--- config.mk ---
export PLATFORM = sky130hd
export DESIGN_NAME = gbf_flags
export DESIGN_NICKNAME = d
export VERILOG_FILES = /design/src/logic/gbf_pkg.sv /design/src/logic/gbf_strap.sv /design/src/logic/gbf_sd_div.sv /design/src/logic/gbf_flags.sv
export VERILOG_INCLUDE_DIRS = /design/src /design/src/logic
export SDC_FILE = /design/constraint.sdc
export NUM_CORES = 1
export LEC_CHECK = 0
export ABC_AREA = 1
export BUFFER_PORTS_ARGS = -buffer_cell sky130_fd_sc_hd__buf_2
export CAP_MARGIN = 20
export CORE_MARGIN = 5
export CORE_UTILIZATION = 28
export DETAILED_ROUTE_END_ITERATION = 10
export PLACE_DENSITY = 0.45
export SETUP_SLACK_MARGIN = 0.5
export SLEW_MARGIN = 15
export SYNTH_ARGS = -nofsm -noshare
export SYNTH_HDL_FRONTEND = slang
export SYNTH_SLANG_ARGS = --single-unit
--- constraint.sdc ---
create_clock -name clk -period 3 [get_ports clk]
set_input_delay 0.6 -clock clk [delete_from_list [all_inputs] [get_ports clk]]
set_output_delay 0.6 -clock clk [all_outputs]
set_load 0.05 [all_outputs]
--- src/logic/gbf_regs.svh ---
// Register offsets, flag bit positions, reset values and timing counts of the gauge flags
`ifndef GBF_REGS_SVH
`define GBF_REGS_SVH

// Register offsets (byte addresses on the plain port)
`define GBF_ADDR_FLAG1    8'h00
`define GBF_ADDR_FLAG2    8'h01
`define GBF_ADDR_NAC      8'h02
`define GBF_ADDR_LMD      8'h03
`define GBF_ADDR_INT_STAT 8'h04
`define GBF_ADDR_INT_MASK 8'h05
`define GBF_ADDR_STRAP    8'h06

// First flag register bit positions
`define GBF_F1_FINAL_END_VOLTAGE_FLAG 0
`define GBF_F1_FIRST_END_VOLTAGE_FLAG 1
`define GBF_F1_VDQ  3
`define GBF_F1_CI   4
`define GBF_F1_BRM  5
`define GBF_F1_BRP  6
`define GBF_F1_CHG  7

// Second flag register bit positions
`define GBF_F2_OVLD 0
`define GBF_F2_CR   7

// Interrupt status bit positions
`define GBF_IRQ_FIRST_END_VOLTAGE_FLAG 0
`define GBF_IRQ_FINAL_END_VOLTAGE_FLAG 1
`define GBF_IRQ_BRM  2
`define GBF_IRQ_BRP  3
`define GBF_IRQ_CI   4
`define GBF_IRQ_W    5

// Widths and reset values
`define GBF_DW        8
`define GBF_CNT_W     7
`define GBF_CI_LIMIT  7'h40
`define GBF_CNT_MAX   7'h7F
`define GBF_LMD_RST   8'hC0
`define GBF_ZERO8     8'h00
`define GBF_ONE8      8'h01
`define GBF_MASK_RST  5'h00

// Strap settle time per pull phase, in clock cycles
`define GBF_SETTLE_CNT 4'hF

// Self-discharge tick periods in clock cycles (two selectable rates)
`define GBF_SD_SLOW_CNT 12'hFA0
`define GBF_SD_FAST_CNT 12'h7D0

`endif

--- src/logic/gbf_pkg.sv ---
// Types shared by the gauge flag logic
package gbf_pkg;

   // Decoded level of a three-state strap pin
   typedef enum logic [1:0] {
      TRI_LOW   = 2'b00,
      TRI_FLOAT = 2'b01,
      TRI_HIGH  = 2'b10
   } gbf_tri_type;

   // Strap sampling sequence
   typedef enum logic [1:0] {
      ST_RESET = 2'b00,
      ST_PULLU = 2'b01,
      ST_PULLD = 2'b10,
      ST_DONE  = 2'b11
   } gbf_strap_st_type;

   // Strap decoder state
   typedef struct packed {
      gbf_strap_st_type st;
      logic [3:0]       settle;
      logic [1:0]       up_seen;
      gbf_tri_type      rate_pin;
      gbf_tri_type      disp_pin;
      logic             pull_up;
      logic             done;
   } gbf_strap_state_type;

   // Self-discharge divider state
   typedef struct packed {
      logic [11:0] cnt;
      logic        tick;
   } gbf_div_state_type;

   // Battery sense inputs travelling together
   typedef struct packed {
      logic below_first;
      logic below_final;
      logic pack_absent;
      logic charging;
      logic chg_unit;
      logic dsg_unit;
      logic charge_cycle;
      logic fast_charge;
      logic overload;
   } gbf_sense_type;

   // Core state of the flag block
   typedef struct packed {
      logic       first_end;
      logic       final_end;
      logic       removed;
      logic       replaced;
      logic       valid_discharge_flag;
      logic       stale;
      logic       lmd_updated;
      logic [6:0] cyc_cnt;
      logic [7:0] available_charge;
      logic [7:0] last_measured_discharge;
      logic [4:0] int_stat;
      logic [4:0] int_mask;
      logic [7:0] rdata;
      logic       irq;
   } gbf_core_state_type;

endpackage : gbf_pkg

--- src/logic/gbf_strap.sv ---
// Three-state strap pin sampler, run once after reset
`timescale 1ns/1ns
`default_nettype none
`include "gbf_regs.svh"

module gbf_strap (
   // Clock and reset
   input  wire logic                clk,
   input  wire logic                resetn,
   // Strap pads: bit 0 rate pin, bit 1 display pin
   input  wire logic [1:0]          prog_in,
   output logic                     prog_pull_up,
   // Decoded configuration
   output gbf_pkg::gbf_tri_type     rate_pin,
   output gbf_pkg::gbf_tri_type     disp_pin,
   output logic                     done
);

   gbf_pkg::gbf_strap_state_type st_ff;
   gbf_pkg::gbf_strap_state_type nxt_st;

   // High under both pulls, low under both, otherwise left open
   function automatic gbf_pkg::gbf_tri_type tri_decode(input logic up, input logic dn);
      if (up && dn) begin
         tri_decode = gbf_pkg::TRI_HIGH;
      end else if (!up && !dn) begin
         tri_decode = gbf_pkg::TRI_LOW;
      end else begin
         tri_decode = gbf_pkg::TRI_FLOAT;
      end
   endfunction : tri_decode

   // Sequence: pull up, sample, pull down, sample, then hold forever
   always_comb begin
      nxt_st = st_ff;
      case (st_ff.st)
         gbf_pkg::ST_RESET: begin
            nxt_st.st      = gbf_pkg::ST_PULLU;
            nxt_st.pull_up = 1'b1;
            nxt_st.settle  = `GBF_SETTLE_CNT;
         end
         gbf_pkg::ST_PULLU: begin
            nxt_st.settle = st_ff.settle - 4'h1;
            if (st_ff.settle == 4'h0) begin
               nxt_st.up_seen = prog_in;
               nxt_st.pull_up = 1'b0;
               nxt_st.settle  = `GBF_SETTLE_CNT;
               nxt_st.st      = gbf_pkg::ST_PULLD;
            end
         end
         gbf_pkg::ST_PULLD: begin
            nxt_st.settle = st_ff.settle - 4'h1;
            if (st_ff.settle == 4'h0) begin
               // Pins are decoded only here; later changes wait for reset
               nxt_st.rate_pin = tri_decode(st_ff.up_seen[0], prog_in[0]);
               nxt_st.disp_pin = tri_decode(st_ff.up_seen[1], prog_in[1]);
               nxt_st.done     = 1'b1;
               nxt_st.st       = gbf_pkg::ST_DONE;
            end
         end
         gbf_pkg::ST_DONE: begin
            nxt_st.st = gbf_pkg::ST_DONE;
         end
         default: begin
            nxt_st.st = gbf_pkg::ST_RESET;
         end
      endcase
   end

   // State register
   always_ff @(posedge clk or negedge resetn) begin
      if (!resetn) begin
         st_ff <= '{st: gbf_pkg::ST_RESET, settle: 4'h0, up_seen: 2'h0,
                    rate_pin: gbf_pkg::TRI_LOW, disp_pin: gbf_pkg::TRI_LOW,
                    pull_up: 1'b0, done: 1'b0};
      end else begin
         st_ff <= nxt_st;
      end
   end

   assign prog_pull_up = st_ff.pull_up;
   assign rate_pin     = st_ff.rate_pin;
   assign disp_pin     = st_ff.disp_pin;
   assign done         = st_ff.done;

endmodule : gbf_strap
`default_nettype wire

--- src/logic/gbf_sd_div.sv ---
// Self-discharge tick divider with two selectable periods
`timescale 1ns/1ns
`default_nettype none
`include "gbf_regs.svh"

module gbf_sd_div (
   // Clock and reset
   input  wire logic clk,
   input  wire logic resetn,
   // Control
   input  wire logic enable,
   input  wire logic rate_fast,
   // One-cycle tick
   output logic      tick
);

   gbf_pkg::gbf_div_state_type st_ff;
   gbf_pkg::gbf_div_state_type nxt_st;

   // Count down to zero, reload with the period of the strapped rate
   always_comb begin
      nxt_st      = st_ff;
      nxt_st.tick = 1'b0;
      if (!enable) begin
         nxt_st.cnt = `GBF_SD_SLOW_CNT;
      end else if (st_ff.cnt == 12'h000) begin
         nxt_st.tick = 1'b1;
         nxt_st.cnt  = rate_fast ? `GBF_SD_FAST_CNT : `GBF_SD_SLOW_CNT;
      end else begin
         nxt_st.cnt = st_ff.cnt - 12'h001;
      end
   end

   // State register
   always_ff @(posedge clk or negedge resetn) begin
      if (!resetn) begin
         st_ff <= '{cnt: `GBF_SD_SLOW_CNT, tick: 1'b0};
      end else begin
         st_ff <= nxt_st;
      end
   end

   assign tick = st_ff.tick;

endmodule : gbf_sd_div
`default_nettype wire

--- src/logic/gbf_flags.sv ---
// Battery gauge status flags, capacity qualification and host registers
// -----------------------------------------------------------------------
// Overview of operation
// - First end flag sets below first threshold, clears when charging seen.
// - Final end flag sets below final threshold, clears when charging seen.
// - Pack removed flag sets on any removal condition, resets on return.
// - Pack replaced flag sets when pack returns after removal flag.
// - Replaced flag clears at first end level or charge to full.
// - Replaced flag is set by initialization.
// - Valid discharge sets when charged to full; clear blocks capacity update.
// - Capacity stale flag sets after 64 charge cycles without update.
// - Charge cycles are counted; counter zeroes at full after valid update.
// - Host write of available charge disqualifies the next discharge.
// - Strap pins sampled only after reset; changes need another reset.
// - Each strap pin decodes as high, floating or low.
// - One of two self-discharge rates chosen by a strap pin.
// - A strap pin selects relative or absolute full reference for display.
// - Charge rate bit in second flag register reports trickle or fast.
// -----------------------------------------------------------------------
`timescale 1ns/1ns
`default_nettype none
`include "gbf_regs.svh"

module gbf_flags (
   // Clock and reset
   input  wire logic                 clk,
   input  wire logic                 resetn,
   // Battery sense inputs
   input  wire gbf_pkg::gbf_sense_type sense,
   // Strap pads
   input  wire logic [1:0]           prog_in,
   output logic                      prog_pull_up,
   // Register port
   input  wire logic [7:0]           addr,
   input  wire logic [7:0]           wdata,
   input  wire logic                 wr,
   input  wire logic                 rd,
   output logic [7:0]                rdata,
   // Interrupt and display configuration
   output logic                      irq,
   output logic                      disp_absolute
);

   // --------------------------------------------------------------------
   // Strap sampling and self-discharge divider
   // --------------------------------------------------------------------
   gbf_pkg::gbf_tri_type rate_pin;
   gbf_pkg::gbf_tri_type disp_pin;
   logic                 strap_done;
   logic                 sd_tick;
   logic                 disp_abs_ff;

   gbf_strap u_strap (
      .clk          (clk),
      .resetn       (resetn),
      .prog_in      (prog_in),
      .prog_pull_up (prog_pull_up),
      .rate_pin     (rate_pin),
      .disp_pin     (disp_pin),
      .done         (strap_done)
   );

   // Only a strongly driven high picks the second rate; two rates exist
   gbf_sd_div u_sd_div (
      .clk       (clk),
      .resetn    (resetn),
      .enable    (strap_done),
      .rate_fast (rate_pin == gbf_pkg::TRI_HIGH),
      .tick      (sd_tick)
   );

   // Display reference follows the strap once it is decoded
   always_ff @(posedge clk or negedge resetn) begin
      if (!resetn) begin
         disp_abs_ff <= 1'b0;
      end else begin
         disp_abs_ff <= strap_done && (disp_pin == gbf_pkg::TRI_HIGH);
      end
   end

   assign disp_absolute = disp_abs_ff;

   // --------------------------------------------------------------------
   // Core state
   // --------------------------------------------------------------------
   gbf_pkg::gbf_core_state_type st_ff;
   gbf_pkg::gbf_core_state_type nxt_st;

   logic [4:0] events;
   logic       at_full;
   logic       wr_nac;
   logic       wr_lmd;

   // Register select, used by the write decodes; reads decode addr in a case statement
   function automatic logic hit(input logic [7:0] a, input logic [7:0] target);
      hit = (a == target);
   endfunction : hit

   // Saturating step of an 8-bit count
   function automatic logic [7:0] sat_step(input logic [7:0] v, input logic up,
                                           input logic [7:0] lim);
      if (up) begin
         sat_step = (v < lim) ? v + `GBF_ONE8 : v;
      end else begin
         sat_step = (v != `GBF_ZERO8) ? v - `GBF_ONE8 : v;
      end
   endfunction : sat_step

   // First flag register image
   function automatic logic [7:0] flag1(input gbf_pkg::gbf_core_state_type s,
                                        input logic chg);
      flag1              = `GBF_ZERO8;
      flag1[`GBF_F1_FINAL_END_VOLTAGE_FLAG] = s.final_end;
      flag1[`GBF_F1_FIRST_END_VOLTAGE_FLAG] = s.first_end;
      flag1[`GBF_F1_VDQ]  = s.valid_discharge_flag;
      flag1[`GBF_F1_CI]   = s.stale;
      flag1[`GBF_F1_BRM]  = s.removed;
      flag1[`GBF_F1_BRP]  = s.replaced;
      flag1[`GBF_F1_CHG]  = chg;
   endfunction : flag1

   assign at_full = (st_ff.available_charge == st_ff.last_measured_discharge);
   assign wr_nac  = wr && hit(addr, `GBF_ADDR_NAC);
   assign wr_lmd  = wr && hit(addr, `GBF_ADDR_LMD);

   // Rising edges of flags raise interrupt events
   always_comb begin
      events                = `GBF_MASK_RST;
      events[`GBF_IRQ_FIRST_END_VOLTAGE_FLAG] = sense.below_first && !st_ff.first_end;
      events[`GBF_IRQ_FINAL_END_VOLTAGE_FLAG] = sense.below_final && !st_ff.final_end;
      events[`GBF_IRQ_BRM]  = sense.pack_absent && !st_ff.removed;
      events[`GBF_IRQ_BRP]  = st_ff.removed && !sense.pack_absent && !st_ff.replaced;
      // Stale rise is folded in by the next-state process, which avoids a combinational loop
   end

   // Next state: flags, counters, charge registers, host port
   always_comb begin
      nxt_st = st_ff;

      // End-of-discharge latches; a set in the charging cycle still wins
      if (sense.charging) begin
         nxt_st.first_end = 1'b0;
         nxt_st.final_end = 1'b0;
      end
      if (sense.below_first) begin
         nxt_st.first_end = 1'b1;
      end
      if (sense.below_final) begin
         nxt_st.final_end = 1'b1;
      end

      // Removal follows the removal condition as a one-cycle registered copy, without latching
      if (sense.pack_absent) begin
         nxt_st.removed = 1'b1;
      end else begin
         nxt_st.removed = 1'b0;
      end

      // Replacement: cleared at first end level or when charged to full
      if (events[`GBF_IRQ_FIRST_END_VOLTAGE_FLAG] || (sense.charging && at_full)) begin
         nxt_st.replaced = 1'b0;
      end
      if (st_ff.removed && !sense.pack_absent) begin
         nxt_st.replaced = 1'b1;
      end

      // A host write of available charge spoils the next discharge
      if (wr_nac) begin
         nxt_st.valid_discharge_flag = 1'b0;
      end

      // Qualified discharge ending at first end level updates capacity
      if (events[`GBF_IRQ_FIRST_END_VOLTAGE_FLAG] && st_ff.valid_discharge_flag) begin
         nxt_st.last_measured_discharge         = (st_ff.last_measured_discharge > st_ff.available_charge) ? st_ff.last_measured_discharge - st_ff.available_charge : `GBF_ONE8;
         nxt_st.lmd_updated = 1'b1;
         nxt_st.valid_discharge_flag         = 1'b0;
      end
      if (sense.charging && at_full) begin
         nxt_st.valid_discharge_flag = 1'b1;
      end

      // Charge cycles since the last capacity update
      if (sense.charge_cycle && st_ff.cyc_cnt != `GBF_CNT_MAX) begin
         nxt_st.cyc_cnt = st_ff.cyc_cnt + 7'h01;
      end
      if (at_full && st_ff.lmd_updated) begin
         nxt_st.cyc_cnt     = 7'h00;
         nxt_st.lmd_updated = 1'b0;
      end
      nxt_st.stale = (nxt_st.cyc_cnt >= `GBF_CI_LIMIT);

      // Available charge: host load, else counting and self-discharge
      if (wr_nac) begin
         nxt_st.available_charge = wdata;
      end else if (sense.chg_unit) begin
         nxt_st.available_charge = sat_step(st_ff.available_charge, 1'b1, st_ff.last_measured_discharge);
      end else if (sense.dsg_unit || sd_tick) begin
         nxt_st.available_charge = sat_step(st_ff.available_charge, 1'b0, st_ff.last_measured_discharge);
      end
      if (wr_lmd) begin
         nxt_st.last_measured_discharge = wdata;
      end

      // Interrupts: write one to clear, a new event wins over the clear
      nxt_st.int_stat = st_ff.int_stat & ~((wr && hit(addr, `GBF_ADDR_INT_STAT)) ?
                                           wdata[4:0] : `GBF_MASK_RST);
      nxt_st.int_stat = nxt_st.int_stat | events;
      // Stale rise comes from the freshly computed flag, so it needs no extra cycle
      nxt_st.int_stat[`GBF_IRQ_CI] = nxt_st.int_stat[`GBF_IRQ_CI] | (nxt_st.stale && !st_ff.stale);
      if (wr && hit(addr, `GBF_ADDR_INT_MASK)) begin
         nxt_st.int_mask = wdata[4:0];
      end
      nxt_st.irq = |(nxt_st.int_stat & nxt_st.int_mask);

      // Read data stand only in the cycle after the strobe
      nxt_st.rdata = `GBF_ZERO8;
      if (rd) begin
         case (addr)
            `GBF_ADDR_FLAG1: begin
               nxt_st.rdata = flag1(st_ff, sense.charging);
            end
            `GBF_ADDR_FLAG2: begin
               nxt_st.rdata[`GBF_F2_OVLD] = sense.overload;
               nxt_st.rdata[`GBF_F2_CR]   = sense.fast_charge;
            end
            `GBF_ADDR_NAC: begin
               nxt_st.rdata = st_ff.available_charge;
            end
            `GBF_ADDR_LMD: begin
               nxt_st.rdata = st_ff.last_measured_discharge;
            end
            `GBF_ADDR_INT_STAT: begin
               nxt_st.rdata = {3'h0, st_ff.int_stat};
            end
            `GBF_ADDR_INT_MASK: begin
               nxt_st.rdata = {3'h0, st_ff.int_mask};
            end
            `GBF_ADDR_STRAP: begin
               nxt_st.rdata = {3'h0, strap_done, disp_pin, rate_pin};
            end
            default: begin
               nxt_st.rdata = `GBF_ZERO8;
            end
         endcase
      end
   end

   // State register; the replaced flag comes out of reset set
   always_ff @(posedge clk or negedge resetn) begin
      if (!resetn) begin
         st_ff <= '{first_end: 1'b0, final_end: 1'b0, removed: 1'b0,
                    replaced: 1'b1,
                    valid_discharge_flag: 1'b0, stale: 1'b0, lmd_updated: 1'b0,
                    cyc_cnt: 7'h00, available_charge: `GBF_ZERO8, last_measured_discharge: `GBF_LMD_RST,
                    int_stat: `GBF_MASK_RST, int_mask: `GBF_MASK_RST,
                    rdata: `GBF_ZERO8, irq: 1'b0};
      end else begin
         st_ff <= nxt_st;
      end
   end

   assign rdata = st_ff.rdata;
   assign irq   = st_ff.irq;
endmodule : gbf_flags
`default_nettype wire

==> flow_summary.yaml, run 1 <==
run_status:
  status: "finished clean"
global_route:
  grt_pass1_vias: 3805
  grt_max_degree: 78
  grt_first_pass_wirelength_um: 20400
  grt.total_usage_pct: 13.2
  grt_overflow: 0
  grt_antenna_before_repair: 0
cts:
  cts_tree: "yes"
  cts_hold_buf: 0
  htreeDepth: 3
  numCtsBuffers: 9
  clkTransAtPathRegs_ps: 70
  clockBufferDepth: 2
  cts_sinks: 77
  clk_root_buffer_cell: "clkbuf_16"
  cts_resized: 0
  insertion_delay_ps: 350
  post_cts_buffers: 0
final_layout:
  antenna_cells: 0
  fin_nets: 709
  drive_gt1_share_pct: 13.3
  nFillCells: 1781
  syn2layout_area_growth_pct: 15.3
place:
  port_buffers: 41
  hpwlAfterDp_um: 9560
  gp_routability_congestion: 0.833
worst_setup_path:
  crit_arrival_ps: 2420
  path_max_fanout: 7
  reg2reg_depth: 8
  worstReg2RegStart: "st_ff[32]"
  critical_path_buf_inv_count: 2
  reg2reg_to: "st_ff[21]"
  criticalPathCategory: "register to register"
  r2r_setup_slack_ps: 830
  slowest_delay_ps: 380
  start_kind: "register"
  worstPathCellList: "inv_1 -> ha_1 -> inv_1 -> o21ai_0 -> nand2_1 -> nand3_1 -> nand4_1 -> o21ai_0"
  cp_slowest_cell: "dfrtp_1"
  cp.required_ps: 3260
  crit_family: "compound AO/OA/AOI/OAI gates"
  endpoint_kind: "register"
sta:
  fmaxAchievable_mhz: 462
  fin_crit_sh_pct: 72.2
  clock_skew_ps: 9.57
  hold_viol_final: 0
  slew_violations: 0
  setup_tns_ps: 0
  timing.slew.headroom_pct: 49.8
  rsz0062_at_grt: "no"
  timing.hold.ws_ps: 287
  worst_pin_slew_ps: 754
  min_period_ps: 2170
  finalSetupViolations: 0
synth:
  ys_ff_latch: 77
  yosysTopAreaCell: "dfrtp_1"
  synth_top_cells_by_area: "dfrtp_1, nand2_1, inv_1"
  ys_seq_area_share_pct: 41.2
  syn-num-nets: 666
  syn-cell-area_um2: 4710
  async_flop_share_pct: 100
  syn_avg_cell_area_um2: 7.75
  yosys_most_used_dff: "dfrtp_1"
  synth_top_cell_area_share_pct: 36.2
  synth_cells: 607
  yosysWarnings: 0
  synthDistinctLibCells: 38
  synth_edf_count: 0
  synth.cells.most_frequent: "nand2_1, inv_1, dfrtp_1"
  yosysMostFrequentCell: "nand2_1"
die:
  ios: 42
  fp.dieH_um: 140
  dieArea_um2: 19500
  core_um2: 16500
  die_w_um: 140
  initial_utilization_pct: 28.5
  rows: 47
route:
  postRouteAntennaNets: 0
  wl_per_cell_um: 14.1
  vias_per_cell: 4.42
  vias: 3867
  wl_um: 12300
  drc_errors: 0
  first_iter_violations: 164
  drtPass1Iterations: 4
hold_path:
  hold_path_class: "input port to async pin"
power:
  power_density_nw_per_um2: 776
  peakVddDrop_mv: 0.289
  leakagePower_nw: 2.86
  total_power_mw: 4.21
run:
  drv_cap: 0
[how the worst max path moves through the flow]
| stage | startpoint | endpoint | slack [ps] | cells after the start |
|---|---|---|---|---|
| final | st_ff[32] | st_ff[21] | 830 | 8 |
| after global routing | st_ff[32] | st_ff[22] | 640 | 8 |
| after detailed placement | sense[4] | st_ff[30] | 820 | 10 |
| after global placement | sense[4] | st_ff[30] | 790 | 10 |
| after CTS | st_ff[32] | st_ff[21] | 860 | 8 |
| after floorplan | st_ff[27] | st_ff[33] | 1110 | 12 |
[stage by stage]
stage | cells | setup WS (ps) | util [%] | instance area, um2
6_report | 875 | 835 | 32.8 | 5430
5_1_grt | 875 | 642 | 32.8 | 5430
4_1_cts | 875 | 861 | 32.8 | 5420
3_5_place_dp | 859 | 820 | 30.9 | 5110
3_3_place_gp | 859 | 787 | 30.9 | 5110
2_1_floorplan | 607 | 1110 | - | 4710
[layout make-up]
| type | count | area, um2 | area share, % |
|---|---|---|---|
| flip-flops and latches | 77 | 1940 | 35.7 |
| clock buffers | 10 | 239 | 4.40 |
| clock inverters | 6 | 70.1 | 1.29 |
| repair buffers | 42 | 219 | 4.04 |
| inverters | 109 | 412 | 7.59 |
| well taps | 220 | 275 | 5.07 |
| multi-input cells | 411 | 2270 | 41.9 |
[cells by family after synthesis]
logic type | Yosys count | synth area share [%]
buf+inv | 119 | 10.5
xor+xnor | 17 | 3.16
flops | 77 | 41.2
simple gates | 265 | 25.3
fa+ha+maj | 28 | 7.76
compound gates | 101 | 12.1
[cell usage in the layout, fill, tap and decap left out, types with 8 or more instances in the layout]
cell type  synthesis  layout
clkbuf_16          0       9
nand4_1           12      12
nand3_1           37      37
inv_1            107     107
dfstp_2            9       9
xnor2_1            8       8
o21ai_0           49      49
ha_1              26      26
nand2_1          138     138
xor2_1             9       9
buf_2              0      40
nor2_1            56      56
a21oi_1           27      27
o22ai_1            8       8
dfrtp_1           68      68
[per-layer routing]
| layer | vias up | global-route usage [%] | wire length [um] |
|---|---|---|---|
| met1 | 1782 | 19.1 | 6410 |
| met2 | 48 | 19.5 | 5240 |
| met3 | 11 | 3.16 | 491 |
| met4 | 0 | 4.13 | 178 |
| li1 | 2026 | - | - |
| met5 | - | 0 | 0 |
[where the power goes]
group | internal [mW] | switching (mW)
clock | 0.675 | 0.476
sequential | 1.24 | 0.162
combinational | 0.624 | 1.03
[sequential cells by signal, indices dropped and copies added, names as in the netlist]
register,count
st_ff,40
u_strap.done,1
irq,1
disp_absolute,1
u_strap.prog_pull_up,1
u_sd_div.tick,1
u_strap.st_ff,8
u_strap.rate_pin,2
u_strap.disp_pin,2
rdata,8
u_sd_div.st_ff,12
Power figures use the tool's default switching activity.
==> run 2, diff against run 1 <==
--- a/config.mk
+++ b/config.mk
@@ -12,7 +12,7 @@
 export CORE_MARGIN = 5
 export CORE_UTILIZATION = 28
 export DETAILED_ROUTE_END_ITERATION = 10
-export PLACE_DENSITY = 0.45
+export PLACE_DENSITY = 0.46
 export SETUP_SLACK_MARGIN = 0.5
 export SLEW_MARGIN = 15
 export SYNTH_ARGS = -nofsm -noshare
==> constraint.sdc (replaced) <==
create_clock -name clk -period 1.8 [get_ports clk]
set_input_delay 0.36 -clock clk [delete_from_list [all_inputs] [get_ports clk]]
set_output_delay 0.36 -clock clk [all_outputs]
set_load 0.05 [all_outputs]
==> run 2 against run 1 <==
The flow now finishes with violations (setup timing). Cell count rose by 9.8%. Clock skew is 1.5 ps lower. Utilization up 9.1 points. First-iteration DRC count rose by 20%. Power grew 110%. Cell area increased by 28%. Worst hold slack worse by 92 ps. Critical path depth up 4. Routed wire length is 14% higher. Critical path type unchanged. Highest routed layer unchanged.
==> flow_summary.yaml, run 2 (same netlist as run 1, synthesis figures left out) <==
sta:
  timing.slew.headroom_pct: 71.4
  setup_tns_ps: -104
  min_period_ps: 1850
  slew_violations: 0
  fin_crit_sh_pct: 103
  hold_viol_final: 0
  fmaxAchievable_mhz: 542
  rsz0062_at_grt: "yes"
  finalSetupViolations: 3
  fin_ws_ps: -46.3
  timing.hold.ws_ps: 195
  worst_pin_slew_ps: 430
  clock_skew_ps: 8.03
worst_setup_path:
  crit_arrival_ps: 2120
  slowest_delay_ps: 380
  endpoint_kind: "register"
  reg2reg_to: "st_ff[29]"
  r2r_setup_slack_ps: -50
  crit_family: "simple AND/OR/NAND/NOR gates"
  worstPathCellList: "inv_2 -> ha_4 -> inv_2 -> fa_2 -> nand3_2 -> nand3_2 -> nand2_2 -> nand3_4 -> nand3_4 -> nand2_8 -> buf_6 -> o21ai_2"
  cp-startpoint: "st_ff[19]"
  critical_path_buf_inv_count: 3
  reg2reg_depth: 12
  criticalPathCategory: "register to register"
  path_max_fanout: 7
  cp_slowest_cell: "dfrtp_1"
  cp.required_ps: 2080
  start_kind: "register"
  worstReg2RegStart: "st_ff[19]"
die:
  core_um2: 16500
  dieArea_um2: 19500
  die_w_um: 140
  rows: 47
  initial_utilization_pct: 28.5
  fp.dieH_um: 140
  ios: 42
cts:
  cts_sinks: 77
  clkTransAtPathRegs_ps: 60
  htreeDepth: 3
  numCtsBuffers: 9
  clockBufferDepth: 2
  clk_root_buffer_cell: "clkbuf_16"
  insertion_delay_ps: 350
  cts_tree: "yes"
route:
  vias: 4342
  wl_per_cell_um: 14.6
  vias_per_cell: 4.52
  wl_um: 14000
  first_iter_violations: 196
  drc_errors: 0
  drtPass1Iterations: 4
  postRouteAntennaNets: 0
place:
  port_buffers: 41
  place_area_um2: 5650
  pre_cts_ws_ps: -86.3
  gp_routability_congestion: 0.900
  hpwlAfterDp_um: 10300
final_layout:
  final_common_cell: "nand2_1"
  syn2layout_area_growth_pct: 47.2
  antenna_cells: 0
  layout_common_cells: "nand2_1, inv_1, buf_4"
  fin_area_um2: 6930
  largest-register: "st_ff"
  top_regs: "st_ff x40, u_sd_div.st_ff x12"
  drive_gt1_share_pct: 42.4
  largest_reg_flops: 40
  fin_nets: 795
global_route:
  grt_pass1_vias: 4102
  grt_first_pass_wirelength_um: 21500
  grt_overflow: 0
  grt_antenna_before_repair: 0
  grt.total_usage_pct: 13.9
  grt_max_degree: 28
hold_path:
  hp-start: "sense[6]"
  whs_path_depth: 1
  hold_path_class: "input port to register"
  holdPathEnd: "st_ff[46]"
power:
  leakagePower_nw: 3.39
  peakVddDrop_mv: 0.574
  power_density_nw_per_um2: 1300
run_status:
  violations: "setup timing"
  status: "finished, violations left"
run:
  drv_cap: 0
[run 2: changes by cell type in the layout (fill, tap and decap cells not counted), sizes merged]
cell         previous run  this run
buf                    42       125
nand2                 142       143
dlygate4sd3             0         1
clkinv                  3         4
clkbuf                 10        12
clkinvlp                0         1
inv                   111       108
[run 2: metal layers]
metal	part of all wire, %	GRT usage, %	vias to the layer above
met5	0	0	-
met3	3.8	3.02	17
met2	47	21.2	80
met4	2.0	5.71	0
met1	47	19.2	2043
li1	-	-	2202
[run 2: worst register-to-register path, stage by stage, from the launching register on]
cell     delay (ps)
dfrtp_1         380
inv_2            90
ha_4            130
inv_2            40
fa_2            360
nand3_2          70
nand3_2          70
nand2_2          90
nand3_4          80
nand3_4         140
nand2_8         100
buf_6           130
o21ai_2         100
[run 2: cell type report]
cell class,instances,area [um2]
repair buffers,127,1030
well taps,220,275
clock inverters,5,60.1
multi-input cells,412,2940
fillers,1634,9600
clock buffers,11,243
inverters,109,439
flip-flops and latches,77,1940
[run 2: worst max-delay path by stage]
stage / to / cells past startpoint
6_report: st_ff[29] / 12
5_1_grt: st_ff[29] / 12
4_1_cts: st_ff[25] / 11
3_5_place_dp: st_ff[33] / 10
3_3_place_gp: st_ff[30] / 10
2_1_floorplan: st_ff[33] / 13
[run 2: through the flow]
| stage | power (mW) | utilization [%] | instances |
|---|---|---|---|
| 2_1_floorplan | 4.95 | - | 607 |
| 3_3_place_gp | 6.13 | 34.2 | 898 |
| 3_5_place_dp | 6.18 | 34.2 | 898 |
| 4_1_cts | 8.59 | 38.1 | 939 |
| 5_1_grt | 9.67 | 41.9 | 961 |
| 6_report | 8.99 | 41.9 | 961 |
[run 2: repair_timing]
item	4_1_cts	5_1_grt
pin swaps	20	58
gates cloned	1	0
setup buffers	23	22
resized for setup	61	131
hold endpoints to repair	18	0
endpoints found under the setup margin	59	65
hold buffers	1	0
[run 2: power breakdown]
part           internal (mW)  switching, mW
combinational           2.21           2.52
sequential              2.07          0.295
clock                   1.12          0.772
==> run 3, diff against run 2 <==
--- a/config.mk
+++ b/config.mk
@@ -7,12 +7,12 @@
 export NUM_CORES = 1
 export LEC_CHECK = 0
 export ABC_AREA = 1
-export BUFFER_PORTS_ARGS = -buffer_cell sky130_fd_sc_hd__buf_2
 export CAP_MARGIN = 20
 export CORE_MARGIN = 5
 export CORE_UTILIZATION = 28
 export DETAILED_ROUTE_END_ITERATION = 10
-export PLACE_DENSITY = 0.46
+export DONT_BUFFER_PORTS = 1
+export PLACE_DENSITY = 0.44
 export SETUP_SLACK_MARGIN = 0.5
 export SLEW_MARGIN = 15
 export SYNTH_ARGS = -nofsm -noshare
==> run 3 against run 2 <==
The flow finishes with violations (hold timing). Clock skew is 1.2 ps higher. Worst hold slack worse by 480 ps. Flip-flop and latch count stayed put. Die area stayed put. Combinational power is 8.0% lower. Cell area is 7.2% lower. Non-clock buffer count is 57 lower. Utilization is 3.0 points lower. Register-to-register slack better by 50 ps. First-iteration DRC count is 11% higher. Critical path depth stayed put. Critical endpoint is now st_ff[27]. Largest cell class unchanged. Largest power group unchanged.
==> flow_summary.yaml, run 3 (same netlist as run 1, synthesis figures left out) <==
route:
  drc_errors: 0
  vias: 4164
  postRouteAntennaNets: 0
  topRoutingLayerUsed: "met4"
  first_iter_violations: 218
  drtPass1Iterations: 4
  vias_per_cell: 4.61
  wl_um: 13400
  wl_per_cell_um: 14.8
  wl_met3_um: 791
  met1_length_um: 6190
  route.met2.wl_um: 6110
sta:
  slew_violations: 0
  finalSetupViolations: 0
  fmaxAchievable_mhz: 557
  timing.slew.headroom_pct: 78.4
  fin_crit_sh_pct: 99.7
  rsz0062_at_grt: "yes"
  hold_viol_final: 77
  worst_pin_slew_ps: 324
  timing.hold.ws_ps: -284
  min_period_ps: 1800
  clock_skew_ps: 9.26
global_route:
  grt_overflow: 0
  grt_antenna_before_repair: 0
  grt_first_pass_wirelength_um: 21200
  grt.total_usage_pct: 13.7
  grt_pass1_vias: 4053
  grt_max_degree: 78
run:
  drv_cap: 0
power:
  leakagePower_nw: 3.08
  switching_power_mw: 3.39
  power.internal_mw: 5.19
  power_frac_comb_pct: 50.7
  p_sw_share_pct: 39.5
  peakVddDrop_mv: 0.576
  sequentialPowerShare_pct: 27.8
  clkPwrFrac_pct: 21.5
  power_density_nw_per_um2: 1340
worst_setup_path:
  cp_slowest_cell: "dfrtp_1"
  r2r_setup_slack_ps: 5
  crit_arrival_ps: 2020
  worstPathCellList: "inv_2 -> ha_4 -> inv_2 -> fa_2 -> nand3_2 -> nand3_4 -> nand2_4 -> nand3_4 -> nand3_4 -> nand2_4 -> nand2_2 -> o21ai_2"
  endpoint_kind: "register"
  critical_path_buf_inv_count: 2
  criticalPathCategory: "register to register"
  cp.required_ps: 2030
  path_max_fanout: 7
  start_kind: "register"
  slowest_delay_ps: 380
  cp_common_cell: "nand3_4"
  crit_family: "simple AND/OR/NAND/NOR gates"
hold_path:
  hold_path_class: "input port to async pin"
final_layout:
  fin_nets: 738
  regArea_um2: 1950
  layout_common_cells: "nand2_1, inv_1, buf_4"
  multi_input_comb_area_um2: 2880
  syn2layout_area_growth_pct: 36.6
  largest-register: "st_ff"
  nFillCells: 1666
  final_common_cell: "nand2_1"
  top_regs: "st_ff x40, u_sd_div.st_ff x12"
  fin_area_um2: 6430
  drive_gt1_share_pct: 36.1
  final_cells: 904
  largest_reg_flops: 40
  antenna_cells: 0
place:
  hpwlAfterDp_um: 9960
  dp_cells: 844
  gp_routability_congestion: 0.875
  port_buffers: 0
  place_area_um2: 5300
cts:
  clockBufferDepth: 2
  clkTransAtPathRegs_ps: 60
  numCtsBuffers: 9
  htreeDepth: 3
  cts_tree: "yes"
  clk_root_buffer_cell: "clkbuf_16"
  cts_sinks: 77
  insertion_delay_ps: 340
die:
  ios: 42
  rows: 47
  core_um2: 16500
  dieArea_um2: 19500
  die_w_um: 140
  fp.dieH_um: 140
  initial_utilization_pct: 28.5
run_status:
  violations: "hold timing"
  status: "finished, violations left"
## run 3: metrics by stage
| stage | hold slack (ps) | setup TNS, ps | setup WS (ps) | total power [mW] | utilization, % |
|---|---|---|---|---|---|
| final | -284 | 0 | 4.91 | 8.58 | 38.9 |
| after global routing | -307 | -844 | -88.5 | 9.27 | 38.9 |
| after CTS | -307 | 0 | 31.2 | 8.36 | 36.2 |
| after detailed placement | 70.3 | -278 | -49.1 | 5.99 | 32.1 |
| after global placement | 70.4 | 0 | 22.1 | 5.95 | 32.1 |
| after floorplan | 64.4 | 0 | 42.5 | 4.95 | - |
## run 3: layout make-up
type	instances	area share [%]
clock buffer	11	3.62
timing repair buffer	70	9.27
clock inverter	5	0.974
tap	220	4.28
inverter	109	6.60
sequential	77	30.4
multi-input combinational	412	44.8
## run 3: power by group through the flow
stage	logic (mW)	registers (mW)	clock network, mW
3_3_place_gp	3.54	2.41	0
4_1_cts	4.07	2.38	1.90
3_5_place_dp	3.58	2.41	0
2_1_floorplan	2.59	2.36	0
5_1_grt	4.87	2.43	1.96
6_report	4.35	2.39	1.84
## run 3: routing by layer
layer	global-route usage, %	vias to the layer above
li1	-	2088
met1	19.0	1980
met2	20.8	75
met3	3.43	21
met4	5.25	0
met5	0	-
## run 3: path summary, 6_finish.rpt
path / cells past startpoint / endpoint / startpoint
worst max-delay path: 12 / st_ff[27] / st_ff[19]
worst min-delay path: 0 / st_ff[35] / resetn
worst max register to register: 12 / st_ff[27] / st_ff[19]
worst min register to register: 1 / disp_absolute / u_strap.disp_pin[0]
max in group asynchronous: 0 / u_sd_div.st_ff[11] / resetn
min in group clk: 0 / st_ff[46] / sense[6]
## run 3: what timing repair did
item / in CTS / in global routing
cloned: 1 / 0
buffers inserted: 26 / 17
endpoints found under the setup margin: 65 / 59
pin swaps: 25 / 33
endpoints found under the hold margin: 77 / 77
resized for setup: 65 / 93
